[src/hdl/mem_event_pkg.sv]
// Package: register map, field layout and bus types of the memory event registers
package mem_event_pkg;
   localparam logic [7:0] NMI_CTRL_OFF = 8'h14;
   localparam logic [7:0] NMI_STAT_OFF = 8'h18;
   localparam logic [7:0] NMI_CLR_OFF = 8'h1c;
   localparam logic [7:0] NMI_SET_OFF = 8'h20;
   localparam logic [7:0] IRQ_EN_OFF = 8'h24;
   localparam logic [7:0] IRQ_STAT_OFF = 8'h28;
   localparam logic [7:0] IRQ_CLR_OFF = 8'h2c;
   localparam logic [7:0] IRQ_SET_OFF = 8'h30;
   localparam logic [7:0] MERR_STAT_OFF = 8'h34;
   localparam logic [7:0] MERR_CLR_OFF = 8'h38;
   localparam logic [7:0] MERR_SET_OFF = 8'h3c;
   localparam logic [7:0] EVT_STAT_OFF = 8'h40;
   localparam logic [7:0] EVT_MASK_OFF = 8'h44;
   localparam int NMI_W = 9;
   localparam int IRQ_W = 2;
   localparam logic [31:0] MERR_MASK = 32'h0007_07ff;
   localparam logic [31:0] RESET_VAL = 32'h0000_0000;
   localparam logic [1:0] RESP_OKAY = 2'h0;
   localparam logic [1:0] RESP_SLVERR = 2'h2;

   typedef struct packed {
      logic awvalid;
      logic [7:0] awaddr;
      logic wvalid;
      logic [31:0] wdata;
      logic [3:0] wstrb;
      logic bready;
      logic arvalid;
      logic [7:0] araddr;
      logic rready;
   } axil_req_t;

   typedef struct packed {
      logic awready;
      logic wready;
      logic bvalid;
      logic [1:0] bresp;
      logic arready;
      logic rvalid;
      logic [31:0] rdata;
      logic [1:0] rresp;
   } axil_rsp_t;
endpackage : mem_event_pkg

[src/hdl/mem_event_regs.sv]
// Memory controller event, NMI and error flag registers behind an AXI4-Lite slave
//
// The AXI4-Lite interface to the registers is this design's own decision.
module mem_event_regs
(
   input wire logic core_clk,
   input wire logic sys_rst,
   input wire mem_event_pkg::axil_req_t axi_req,
   output mem_event_pkg::axil_rsp_t axi_rsp,
   input wire logic [mem_event_pkg::NMI_W-1:0] nmi_event,
   input wire logic [mem_event_pkg::IRQ_W-1:0] flash_done,
   input wire logic [31:0] mem_error_event,
   output logic nmi_req,
   output logic [mem_event_pkg::IRQ_W-1:0] flash_done_irq,
   output logic event_irq
);
   localparam int NW = mem_event_pkg::NMI_W;
   localparam int IW = mem_event_pkg::IRQ_W;

   // Bus holding registers
   logic aw_hold_q;
   logic [7:0] aw_addr_q;
   logic w_hold_q;
   logic [31:0] w_data_q;
   logic [3:0] w_strb_q;
   logic bvalid_q;
   logic [1:0] bresp_q;
   logic rvalid_q;
   logic [31:0] rdata_q;
   logic [1:0] rresp_q;

   // Architectural state
   logic [NW-1:0] nmi_enable_q;
   logic [NW-1:0] nmi_pending_q;
   logic [IW-1:0] irq_enable_q;
   logic [IW-1:0] irq_status_q;
   logic [31:0] mem_error_status_q;
   logic [1:0] evt_status_q;
   logic [1:0] evt_mask_q;
   logic nmi_req_q;
   logic [IW-1:0] done_irq_q;
   logic event_irq_q;

   // Write strobes: decoded from the held address and data, never stored, acted on only in the wr_fire cycle, so trigger bits self-clear
   logic wr_fire;
   logic [31:0] wr_data;
   logic [NW-1:0] nmi_set_p;
   logic [NW-1:0] nmi_clr_p;
   logic [IW-1:0] irq_set_p;
   logic [IW-1:0] irq_clr_p;
   logic [31:0] merr_set_p;
   logic [31:0] merr_clr_p;
   logic wr_nmi_ctrl;
   logic wr_irq_en;
   logic wr_evt_mask;
   logic wr_hit;
   logic rd_fire;
   logic rd_evt_stat;

   assign wr_fire = aw_hold_q && w_hold_q && !bvalid_q;
   // Only full-lane data counts for lanes with strobe set
   assign wr_data = w_data_q & {{8{w_strb_q[3]}}, {8{w_strb_q[2]}},
                                {8{w_strb_q[1]}}, {8{w_strb_q[0]}}};

   // Write address decode
   always_comb
   begin
      nmi_set_p = '0;
      nmi_clr_p = '0;
      irq_set_p = '0;
      irq_clr_p = '0;
      merr_set_p = '0;
      merr_clr_p = '0;
      wr_nmi_ctrl = 1'b0;
      wr_irq_en = 1'b0;
      wr_evt_mask = 1'b0;
      wr_hit = 1'b1;
      if (aw_addr_q == mem_event_pkg::NMI_SET_OFF)
         nmi_set_p = wr_data[NW-1:0];
      else if (aw_addr_q == mem_event_pkg::NMI_CLR_OFF)
         nmi_clr_p = wr_data[NW-1:0];
      else if (aw_addr_q == mem_event_pkg::NMI_CTRL_OFF)
         wr_nmi_ctrl = 1'b1;
      else if (aw_addr_q == mem_event_pkg::IRQ_EN_OFF)
         wr_irq_en = 1'b1;
      else if (aw_addr_q == mem_event_pkg::IRQ_CLR_OFF)
         irq_clr_p = wr_data[IW-1:0];
      else if (aw_addr_q == mem_event_pkg::IRQ_SET_OFF)
         irq_set_p = wr_data[IW-1:0];
      else if (aw_addr_q == mem_event_pkg::MERR_CLR_OFF)
         merr_clr_p = wr_data & mem_event_pkg::MERR_MASK;
      else if (aw_addr_q == mem_event_pkg::MERR_SET_OFF)
         merr_set_p = wr_data & mem_event_pkg::MERR_MASK;
      else if (aw_addr_q == mem_event_pkg::EVT_MASK_OFF)
         wr_evt_mask = 1'b1;
      else if (aw_addr_q == mem_event_pkg::IRQ_STAT_OFF ||
               aw_addr_q == mem_event_pkg::MERR_STAT_OFF ||
               aw_addr_q == mem_event_pkg::NMI_STAT_OFF ||
               aw_addr_q == mem_event_pkg::EVT_STAT_OFF)
         wr_hit = 1'b1; // Read-only: write ignored, still OKAY
      else
         wr_hit = 1'b0;
   end

   // Address and data capture in either order
   always_ff @(posedge core_clk or posedge sys_rst)
   begin
      if (sys_rst)
      begin
         aw_hold_q <= 1'b0;
         aw_addr_q <= '0;
         w_hold_q <= 1'b0;
         w_data_q <= '0;
         w_strb_q <= '0;
      end
      else
      begin
         if (axi_req.awvalid && !aw_hold_q)
         begin
            aw_hold_q <= 1'b1;
            aw_addr_q <= {axi_req.awaddr[7:2], 2'b00};
         end
         else if (wr_fire)
            aw_hold_q <= 1'b0;
         if (axi_req.wvalid && !w_hold_q)
         begin
            w_hold_q <= 1'b1;
            w_data_q <= axi_req.wdata;
            w_strb_q <= axi_req.wstrb;
         end
         else if (wr_fire)
            w_hold_q <= 1'b0;
      end
   end

   // Write response
   always_ff @(posedge core_clk or posedge sys_rst)
   begin
      if (sys_rst)
      begin
         bvalid_q <= 1'b0;
         bresp_q <= mem_event_pkg::RESP_OKAY;
      end
      else if (wr_fire)
      begin
         bvalid_q <= 1'b1;
         bresp_q <= wr_hit ? mem_event_pkg::RESP_OKAY : mem_event_pkg::RESP_SLVERR;
      end
      else if (bvalid_q && axi_req.bready)
         bvalid_q <= 1'b0;
   end

   assign rd_fire = axi_req.arvalid && !rvalid_q;
   assign rd_evt_stat = rd_fire && ({axi_req.araddr[7:2], 2'b00} == mem_event_pkg::EVT_STAT_OFF);

   // Read path; reserved bits come back zero because the fields are zero-extended and the error status is masked with MERR_MASK
   always_ff @(posedge core_clk or posedge sys_rst)
   begin
      if (sys_rst)
      begin
         rvalid_q <= 1'b0;
         rdata_q <= '0;
         rresp_q <= mem_event_pkg::RESP_OKAY;
      end
      else if (rd_fire)
      begin
         logic [7:0] ra;
         ra = {axi_req.araddr[7:2], 2'b00};
         rvalid_q <= 1'b1;
         rresp_q <= mem_event_pkg::RESP_OKAY;
         if (ra == mem_event_pkg::NMI_CTRL_OFF)
            rdata_q <= 32'(nmi_enable_q);
         else if (ra == mem_event_pkg::NMI_STAT_OFF)
            rdata_q <= 32'(nmi_pending_q);
         else if (ra == mem_event_pkg::IRQ_EN_OFF)
            rdata_q <= 32'(irq_enable_q);
         else if (ra == mem_event_pkg::IRQ_STAT_OFF)
            rdata_q <= 32'(irq_status_q);
         else if (ra == mem_event_pkg::MERR_STAT_OFF)
            rdata_q <= mem_error_status_q & mem_event_pkg::MERR_MASK;
         else if (ra == mem_event_pkg::EVT_STAT_OFF)
            rdata_q <= 32'(evt_status_q);
         else if (ra == mem_event_pkg::EVT_MASK_OFF)
            rdata_q <= 32'(evt_mask_q);
         else if (ra == mem_event_pkg::NMI_SET_OFF || ra == mem_event_pkg::NMI_CLR_OFF ||
                  ra == mem_event_pkg::IRQ_CLR_OFF || ra == mem_event_pkg::IRQ_SET_OFF ||
                  ra == mem_event_pkg::MERR_CLR_OFF || ra == mem_event_pkg::MERR_SET_OFF)
            rdata_q <= mem_event_pkg::RESET_VAL;
         else
         begin
            rdata_q <= '0;
            rresp_q <= mem_event_pkg::RESP_SLVERR;
         end
      end
      else if (rvalid_q && axi_req.rready)
         rvalid_q <= 1'b0;
   end

   // Software-written enables and mask
   always_ff @(posedge core_clk or posedge sys_rst)
   begin
      if (sys_rst)
      begin
         nmi_enable_q <= '0;
         irq_enable_q <= '0;
         evt_mask_q <= '0;
      end
      else if (wr_fire)
      begin
         if (wr_nmi_ctrl)
            nmi_enable_q <= wr_data[NW-1:0];
         if (wr_irq_en)
            irq_enable_q <= wr_data[IW-1:0];
         if (wr_evt_mask)
            evt_mask_q <= wr_data[1:0];
      end
   end

   // Sticky flags: set beats clear so an event in the clear cycle survives
   always_ff @(posedge core_clk or posedge sys_rst)
   begin
      if (sys_rst)
      begin
         nmi_pending_q <= '0;
         irq_status_q <= '0;
         mem_error_status_q <= '0;
      end
      else
      begin
         nmi_pending_q <= (nmi_pending_q & ~(wr_fire ? nmi_clr_p : '0))
                          | nmi_event | (wr_fire ? nmi_set_p : '0);
         irq_status_q <= (irq_status_q & ~(wr_fire ? irq_clr_p : '0))
                         | flash_done | (wr_fire ? irq_set_p : '0);
         mem_error_status_q <= ((mem_error_status_q & ~(wr_fire ? merr_clr_p : '0))
                               | mem_error_event | (wr_fire ? merr_set_p : '0))
                               & mem_event_pkg::MERR_MASK;
      end
   end

   // Summary events: bit 0 any new error, bit 1 any new done; read clears
   always_ff @(posedge core_clk or posedge sys_rst)
   begin
      if (sys_rst)
         evt_status_q <= '0;
      else
         evt_status_q <= (rd_evt_stat ? 2'b00 : evt_status_q)
                         | {|flash_done, |(mem_error_event & mem_event_pkg::MERR_MASK)};
   end

   // Registered outputs: one cycle behind the flags
   always_ff @(posedge core_clk or posedge sys_rst)
   begin
      if (sys_rst)
      begin
         nmi_req_q <= 1'b0;
         done_irq_q <= '0;
         event_irq_q <= 1'b0;
      end
      else
      begin
         nmi_req_q <= |(nmi_pending_q & nmi_enable_q);
         done_irq_q <= irq_status_q & irq_enable_q;
         event_irq_q <= |(evt_status_q & evt_mask_q);
      end
   end

   assign nmi_req = nmi_req_q;
   assign flash_done_irq = done_irq_q;
   assign event_irq = event_irq_q;
   // Response struct filled in one process so the port variable has a single driver
   always_comb
   begin
      axi_rsp.awready = !aw_hold_q;
      axi_rsp.wready = !w_hold_q;
      axi_rsp.bvalid = bvalid_q;
      axi_rsp.bresp = bresp_q;
      axi_rsp.arready = !rvalid_q;
      axi_rsp.rvalid = rvalid_q;
      axi_rsp.rdata = rdata_q;
      axi_rsp.rresp = rresp_q;
   end

   // Checks
   a_nmi_set_bit: assert property (@(posedge core_clk) disable iff (sys_rst)
      wr_fire && nmi_set_p[0] |=> nmi_pending_q[0])
      else $error("nmi set did not raise flag");
   a_nmi_set_hi: assert property (@(posedge core_clk) disable iff (sys_rst)
      wr_fire && nmi_set_p[8] |=> nmi_pending_q[8])
      else $error("stack nmi set lost");
   a_trig_reads_zero: assert property (@(posedge core_clk) disable iff (sys_rst)
      rd_fire && {axi_req.araddr[7:2], 2'b00} == mem_event_pkg::NMI_SET_OFF |=> rdata_q == '0)
      else $error("trigger register read not zero");
   a_irq_res_zero: assert property (@(posedge core_clk) disable iff (sys_rst)
      rvalid_q |-> rdata_q[31:19] == '0)
      else $error("reserved bits not zero");
   a_irq_en_write: assert property (@(posedge core_clk) disable iff (sys_rst)
      wr_fire && wr_irq_en |=> irq_enable_q == $past(wr_data[IW-1:0]))
      else $error("enable write lost");
   a_done_sets: assert property (@(posedge core_clk) disable iff (sys_rst)
      flash_done[0] |=> irq_status_q[0])
      else $error("done flag not set");
   a_flag_sticky: assert property (@(posedge core_clk) disable iff (sys_rst)
      irq_status_q[1] && !(wr_fire && irq_clr_p[1]) |=> irq_status_q[1])
      else $error("done flag dropped");
   a_irq_clear: assert property (@(posedge core_clk) disable iff (sys_rst)
      wr_fire && irq_clr_p[0] && !irq_set_p[0] && !flash_done[0] |=> !irq_status_q[0])
      else $error("clear failed");
   a_irq_set: assert property (@(posedge core_clk) disable iff (sys_rst)
      wr_fire && irq_set_p[1] |=> irq_status_q[1])
      else $error("set failed");
   a_merr_clear: assert property (@(posedge core_clk) disable iff (sys_rst)
      wr_fire && merr_clr_p[16] && !merr_set_p[16] && !mem_error_event[16]
      |=> !mem_error_status_q[16])
      else $error("error clear failed");
   a_merr_set: assert property (@(posedge core_clk) disable iff (sys_rst)
      wr_fire && merr_set_p[10] |=> mem_error_status_q[10])
      else $error("error set failed");
   a_done_irq_out: assert property (@(posedge core_clk) disable iff (sys_rst)
      irq_status_q[0] && irq_enable_q[0] |=> flash_done_irq[0] ##1 1'b1)
      else $error("done irq missing");
   a_nmi_gate: assert property (@(posedge core_clk) disable iff (sys_rst)
      nmi_pending_q == '0 || nmi_enable_q == '0 |=> !nmi_req)
      else $error("nmi not gated");

   c_nmi_fire: cover property (@(posedge core_clk) disable iff (sys_rst) $rose(nmi_req));
   c_done_irq: cover property (@(posedge core_clk) disable iff (sys_rst) $rose(flash_done_irq[1]));
   c_set_clear: cover property (@(posedge core_clk) disable iff (sys_rst)
      wr_fire && merr_set_p != '0 ##[1:20] wr_fire && merr_clr_p != '0);
endmodule : mem_event_regs

[config.mk]
export PLATFORM = sky130hd
export DESIGN_NAME = mem_event_regs
export DESIGN_NICKNAME = d
export VERILOG_FILES = /design/src/hdl/mem_event_pkg.sv /design/src/hdl/mem_event_regs.sv
export SDC_FILE = /design/constraint.sdc
export NUM_CORES = 1
export LEC_CHECK = 0
export BUFFER_PORTS_ARGS = -buffer_cell sky130_fd_sc_hd__buf_2
export CORE_MARGIN = 8
export CORE_UTILIZATION = 35
export DETAILED_ROUTE_END_ITERATION = 6
export GPL_TIMING_DRIVEN = 0
export HOLD_SLACK_MARGIN = 0.15
export SLEW_MARGIN = 20
export SYNTH_ARGS = -nofsm -noshare
export SYNTH_HDL_FRONTEND = slang
export SYNTH_SLANG_ARGS = --single-unit
[constraint.sdc]
create_clock -name core_clk -period 2.5 [get_ports core_clk]
set_input_delay 0 -clock core_clk [delete_from_list [all_inputs] [get_ports core_clk]]
set_output_delay 0 -clock core_clk [all_outputs]
set_load 0.01 [all_outputs]
==> metrics.md <==
| Metric | Value |
|---|---|
| Status | `finished clean` |
| Max-Cap Viols | `0` |
| Gr usage total | `0.151` |
| Reg2Reg Setup Slack | `around 0.39 ns` |
| Normalized max-slew margin | `0.532` |
| RSZ-0062 raised after global routing | `false` |
| P&R area growth vs syn | `37.5%` |
| Final net count | `661` |
| Starting Density | `0.355` |
| Area of the multi-input gates | `~1800 µm²` |
| RR Endpoint | `evt_status_q[1]` |
| Final period demand of the worst path | `approximately 2.3 ns` |
| # clock sinks | `87` |
| Hold Crit Depth | `4` |
| Hold Startpoint | `axi_req[4]` |
| Sequential Area | `around 2200 µm²` |
| Initial DRC Count | `202` |
| Die ar. | `between 15000 and 20000 µm²` |
| Initial antenna violation count | `0` |
| Critical path data arrival time | `2.52 ns` |
| Lkg Pwr | `~0.0025 µW` |
| Worst-path clk slew | `~0.060 ns` |
| Clock skew | `slightly below 0.008 ns` |
| Setup CP Type | `input port to flip-flop` |
| Period utilisation layout | `0.921` |
| GR Layer Usage met3 | `0.0354` |
| Root Buffer | `clkbuf_16` |
| Largest net degree at the start of global routing | `55` |
| Worst EP required | `about 2.7 ns` |
| Routed wire length | `11700 µm` |
| Synth unique cells | `56` |
| Critical path endpoint category | `flip-flop` |
| Met2 usage | `0.249` |
| Hold path endpoint | `evt_status_q[0]` |
| Final Hold Fails | `0` |
| Flops & latches, synth | `a little under 90` |
| Most Used Layer, Global Route | `met2` |
| Antenna Nets Post-Route | `0` |
| Hold Crit Class | `input port to flip-flop` |
| VDD IR max | `0.000516 V` |
| Post-Syn Area | `4210 µm²` |
| Via count | `3543` |
| Die span in y | `between 100 and 150 µm` |
| Fill count | `1088` |
| Core area | `11900 µm²` |
| Commonest cells after routing, fill and taps aside | `buf_2, dfrtp_1, dlygate4sd3_1` |
| First-pass GRT wire length | `about 19000 µm` |
| 1st-pass router iterations | `5` |
| Ratio of cells with drive above 1 in the final layout | `0.300` |
| Port bufs | `84` |
| Vias in the first global route | `between 3000 and 4000` |
| Gr ovfl total | `0` |
| Startpoint Class | `input port` |
| Cell Rows | `40` |
| Residual DRC count | `0` |
| Ports | `approximately 150` |
| Worst reg2reg startpoint | `rvalid_q` |
| Synth Instances | `around 390` |
| Power Dens Cells | `between 800 and 900 nW/µm²` |
| Post-DP HPWL | `just under 9000 µm` |
| CTS Buf Count | `9` |
| Met1 usage | `0.189` |
| Die width | `~130 µm` |
| Setup WS pre-CTS | `between 0.4 and 0.5 ns` |
| R2r worst-path depth | `5` |
| WL per Instance | `around 16 µm` |
| Clock Latency Late Sink | `about 0.34 ns` |
| Clk buf depth | `2` |
| Sequential-to-total area share from yosys stat | `0.517` |
| Async set-reset flop share out of synthesis | `1.00` |
| Slew Limit Fails | `0` |
| CTS H-Tree Depth | `3` |
| TritonCTS clock tree | `done` |
| Final RePlAce weighted congestion | `~0.78` |
| Crit Path Max Fanout | `10` |
| Fin worst setup slack | `between 0.15 and 0.2 ns` |
| Actual slew at the worst max-slew pin | `0.697 ns` |
| Hold slack | `about 0.17 ns` |
| Syn avg cell area | `roughly 11 µm²` |
| Yosys warns | `0` |
| Via/cell ratio | `around 5` |
| Max frequency | `434 MHz` |
| Finish-stage setup viols | `0` |
| Ys flop type | `dfrtp_1` |
| EDFF count, synth | `0` |
| Ant. Diodes | `0` |
-- report_power, final --
part | switching, µW | internal (µW)
Combinational | 745 | 665
Clock | 559 | 776
Sequential | 278 | 1740
Total | 1580 | 3180
-- timing repair --
item | 4_1_cts | 5_1_grt
setup buffers | 0 | 0
endpoints found under the hold margin | 143 | 0
gates resized for setup | 0 | 0
hold buffers | 58 | 0
-- cells in the mapped netlist (2+ instances only) --
| library cell | count | area, µm² |
|---|---|---|
| dfrtp_1 | 87 | 2180 |
| nand2_1 | 50 | 188 |
| mux2_2 | 31 | 349 |
| buf_4 | 23 | 173 |
| o21ai_0 | 23 | 115 |
| a221o_1 | 21 | 210 |
| clkbuf_1 | 14 | 52.6 |
| inv_1 | 13 | 48.8 |
| nor2_1 | 13 | 48.8 |
| and2_1 | 11 | 68.8 |
| nor3_1 | 10 | 50.1 |
| a222oi_1 | 8 | 80.1 |
| nand4_1 | 7 | 43.8 |
| nor2b_1 | 5 | 31.3 |
| a21oi_1 | 4 | 20.0 |
| nor4_1 | 4 | 25.0 |
| a211oi_1 | 3 | 22.5 |
| a22oi_1 | 3 | 22.5 |
| and3_1 | 3 | 18.8 |
| buf_2 | 3 | 15.0 |
| nand2b_1 | 3 | 18.8 |
| nor4b_1 | 3 | 26.3 |
| o21bai_1 | 3 | 22.5 |
| a211o_1 | 2 | 17.5 |
| a22o_1 | 2 | 17.5 |
| and3b_1 | 2 | 17.5 |
| mux2i_1 | 2 | 20.0 |
| nand3_1 | 2 | 10.0 |
| nand3b_1 | 2 | 15.0 |
| nor3b_1 | 2 | 15.0 |
| o21a_1 | 2 | 15.0 |
-- worst max path at each step --
stage               depth (start not counted)        from  slack [ns]               endpoint
detailed placement                          4    bvalid_q        0.42  mem_error_status_q[5]
global route                                6  axi_req[5]        0.16        evt_status_q[1]
floorplan                                   1     sys_rst        0.25           aw_addr_q[2]
finish                                      6  axi_req[5]        0.20        evt_status_q[1]
global placement                            2     sys_rst       -0.75             rdata_q[3]
CTS                                         6  axi_req[5]        0.21        evt_status_q[1]
-- registers in the layout, indices dropped and copies added (netlist names) --
register and cells:
evt_status_q 2, mem_error_status_q 14, nmi_pending_q 9, w_hold_q 1, aw_addr_q 6, irq_enable_q 2
aw_hold_q 1, rresp_q 1, flash_done_irq 2, w_data_q 14, irq_status_q 2, bvalid_q 1
event_irq 1, rdata_q 14, bresp_q 1, nmi_req 1, rvalid_q 1, w_strb_q 3
evt_mask_q 2, nmi_enable_q 9
-- cells by family (layout without fill, tap and decap cells) --
logic type,Yosys count,count (layout),synth area share
AO/OA/AOI/OAI,81,81,0.150
multiplexers,33,33,0.0876
AND/OR/NAND/NOR,130,130,0.174
buffers and inverters,54,213,0.0713
other,1,20,0.000890
flip-flops,87,87,0.517
-- cell type report --
type | count | share of cell area
inverter | 13 | 0.00885
clock inverter | 7 | 0.0121
sequential | 87 | 0.376
multi-input combinational | 264 | 0.312
clock buffer | 9 | 0.0389
buffer | 41 | 0.0434
tap | 147 | 0.0317
timing repair buffer | 143 | 0.177
-- worst max-delay path, cell delays in order --
cell and delay (ns):
dlygate4sd3_1 0.55, buf_6 0.14, or4b_4 0.53, or4_4 0.44
a211o_1 0.30, dlygate4sd3_1 0.55
-- metal layers --
metal	part of all wire	vias to the layer above
met4	0.019	0
met3	0.058	14
met1	0.45	1683
met2	0.48	112
met5	0	-
li1	-	1734
-- through the flow --
step | setup TNS (ns) | instances | power [µW] | util | instance area (µm²)
after floorplan | 0 | 405 | 2940 | - | 4280
final | 0 | 711 | 4760 | 0.489 | 5790
after global placement | -64.54 | 636 | 3330 | 0.412 | 4890
after CTS | 0 | 711 | 4790 | 0.489 | 5790
after global routing | 0 | 711 | 5060 | 0.489 | 5790
after detailed placement | 0 | 637 | 3380 | 0.415 | 4920
(Power assumes the default switching activity.)
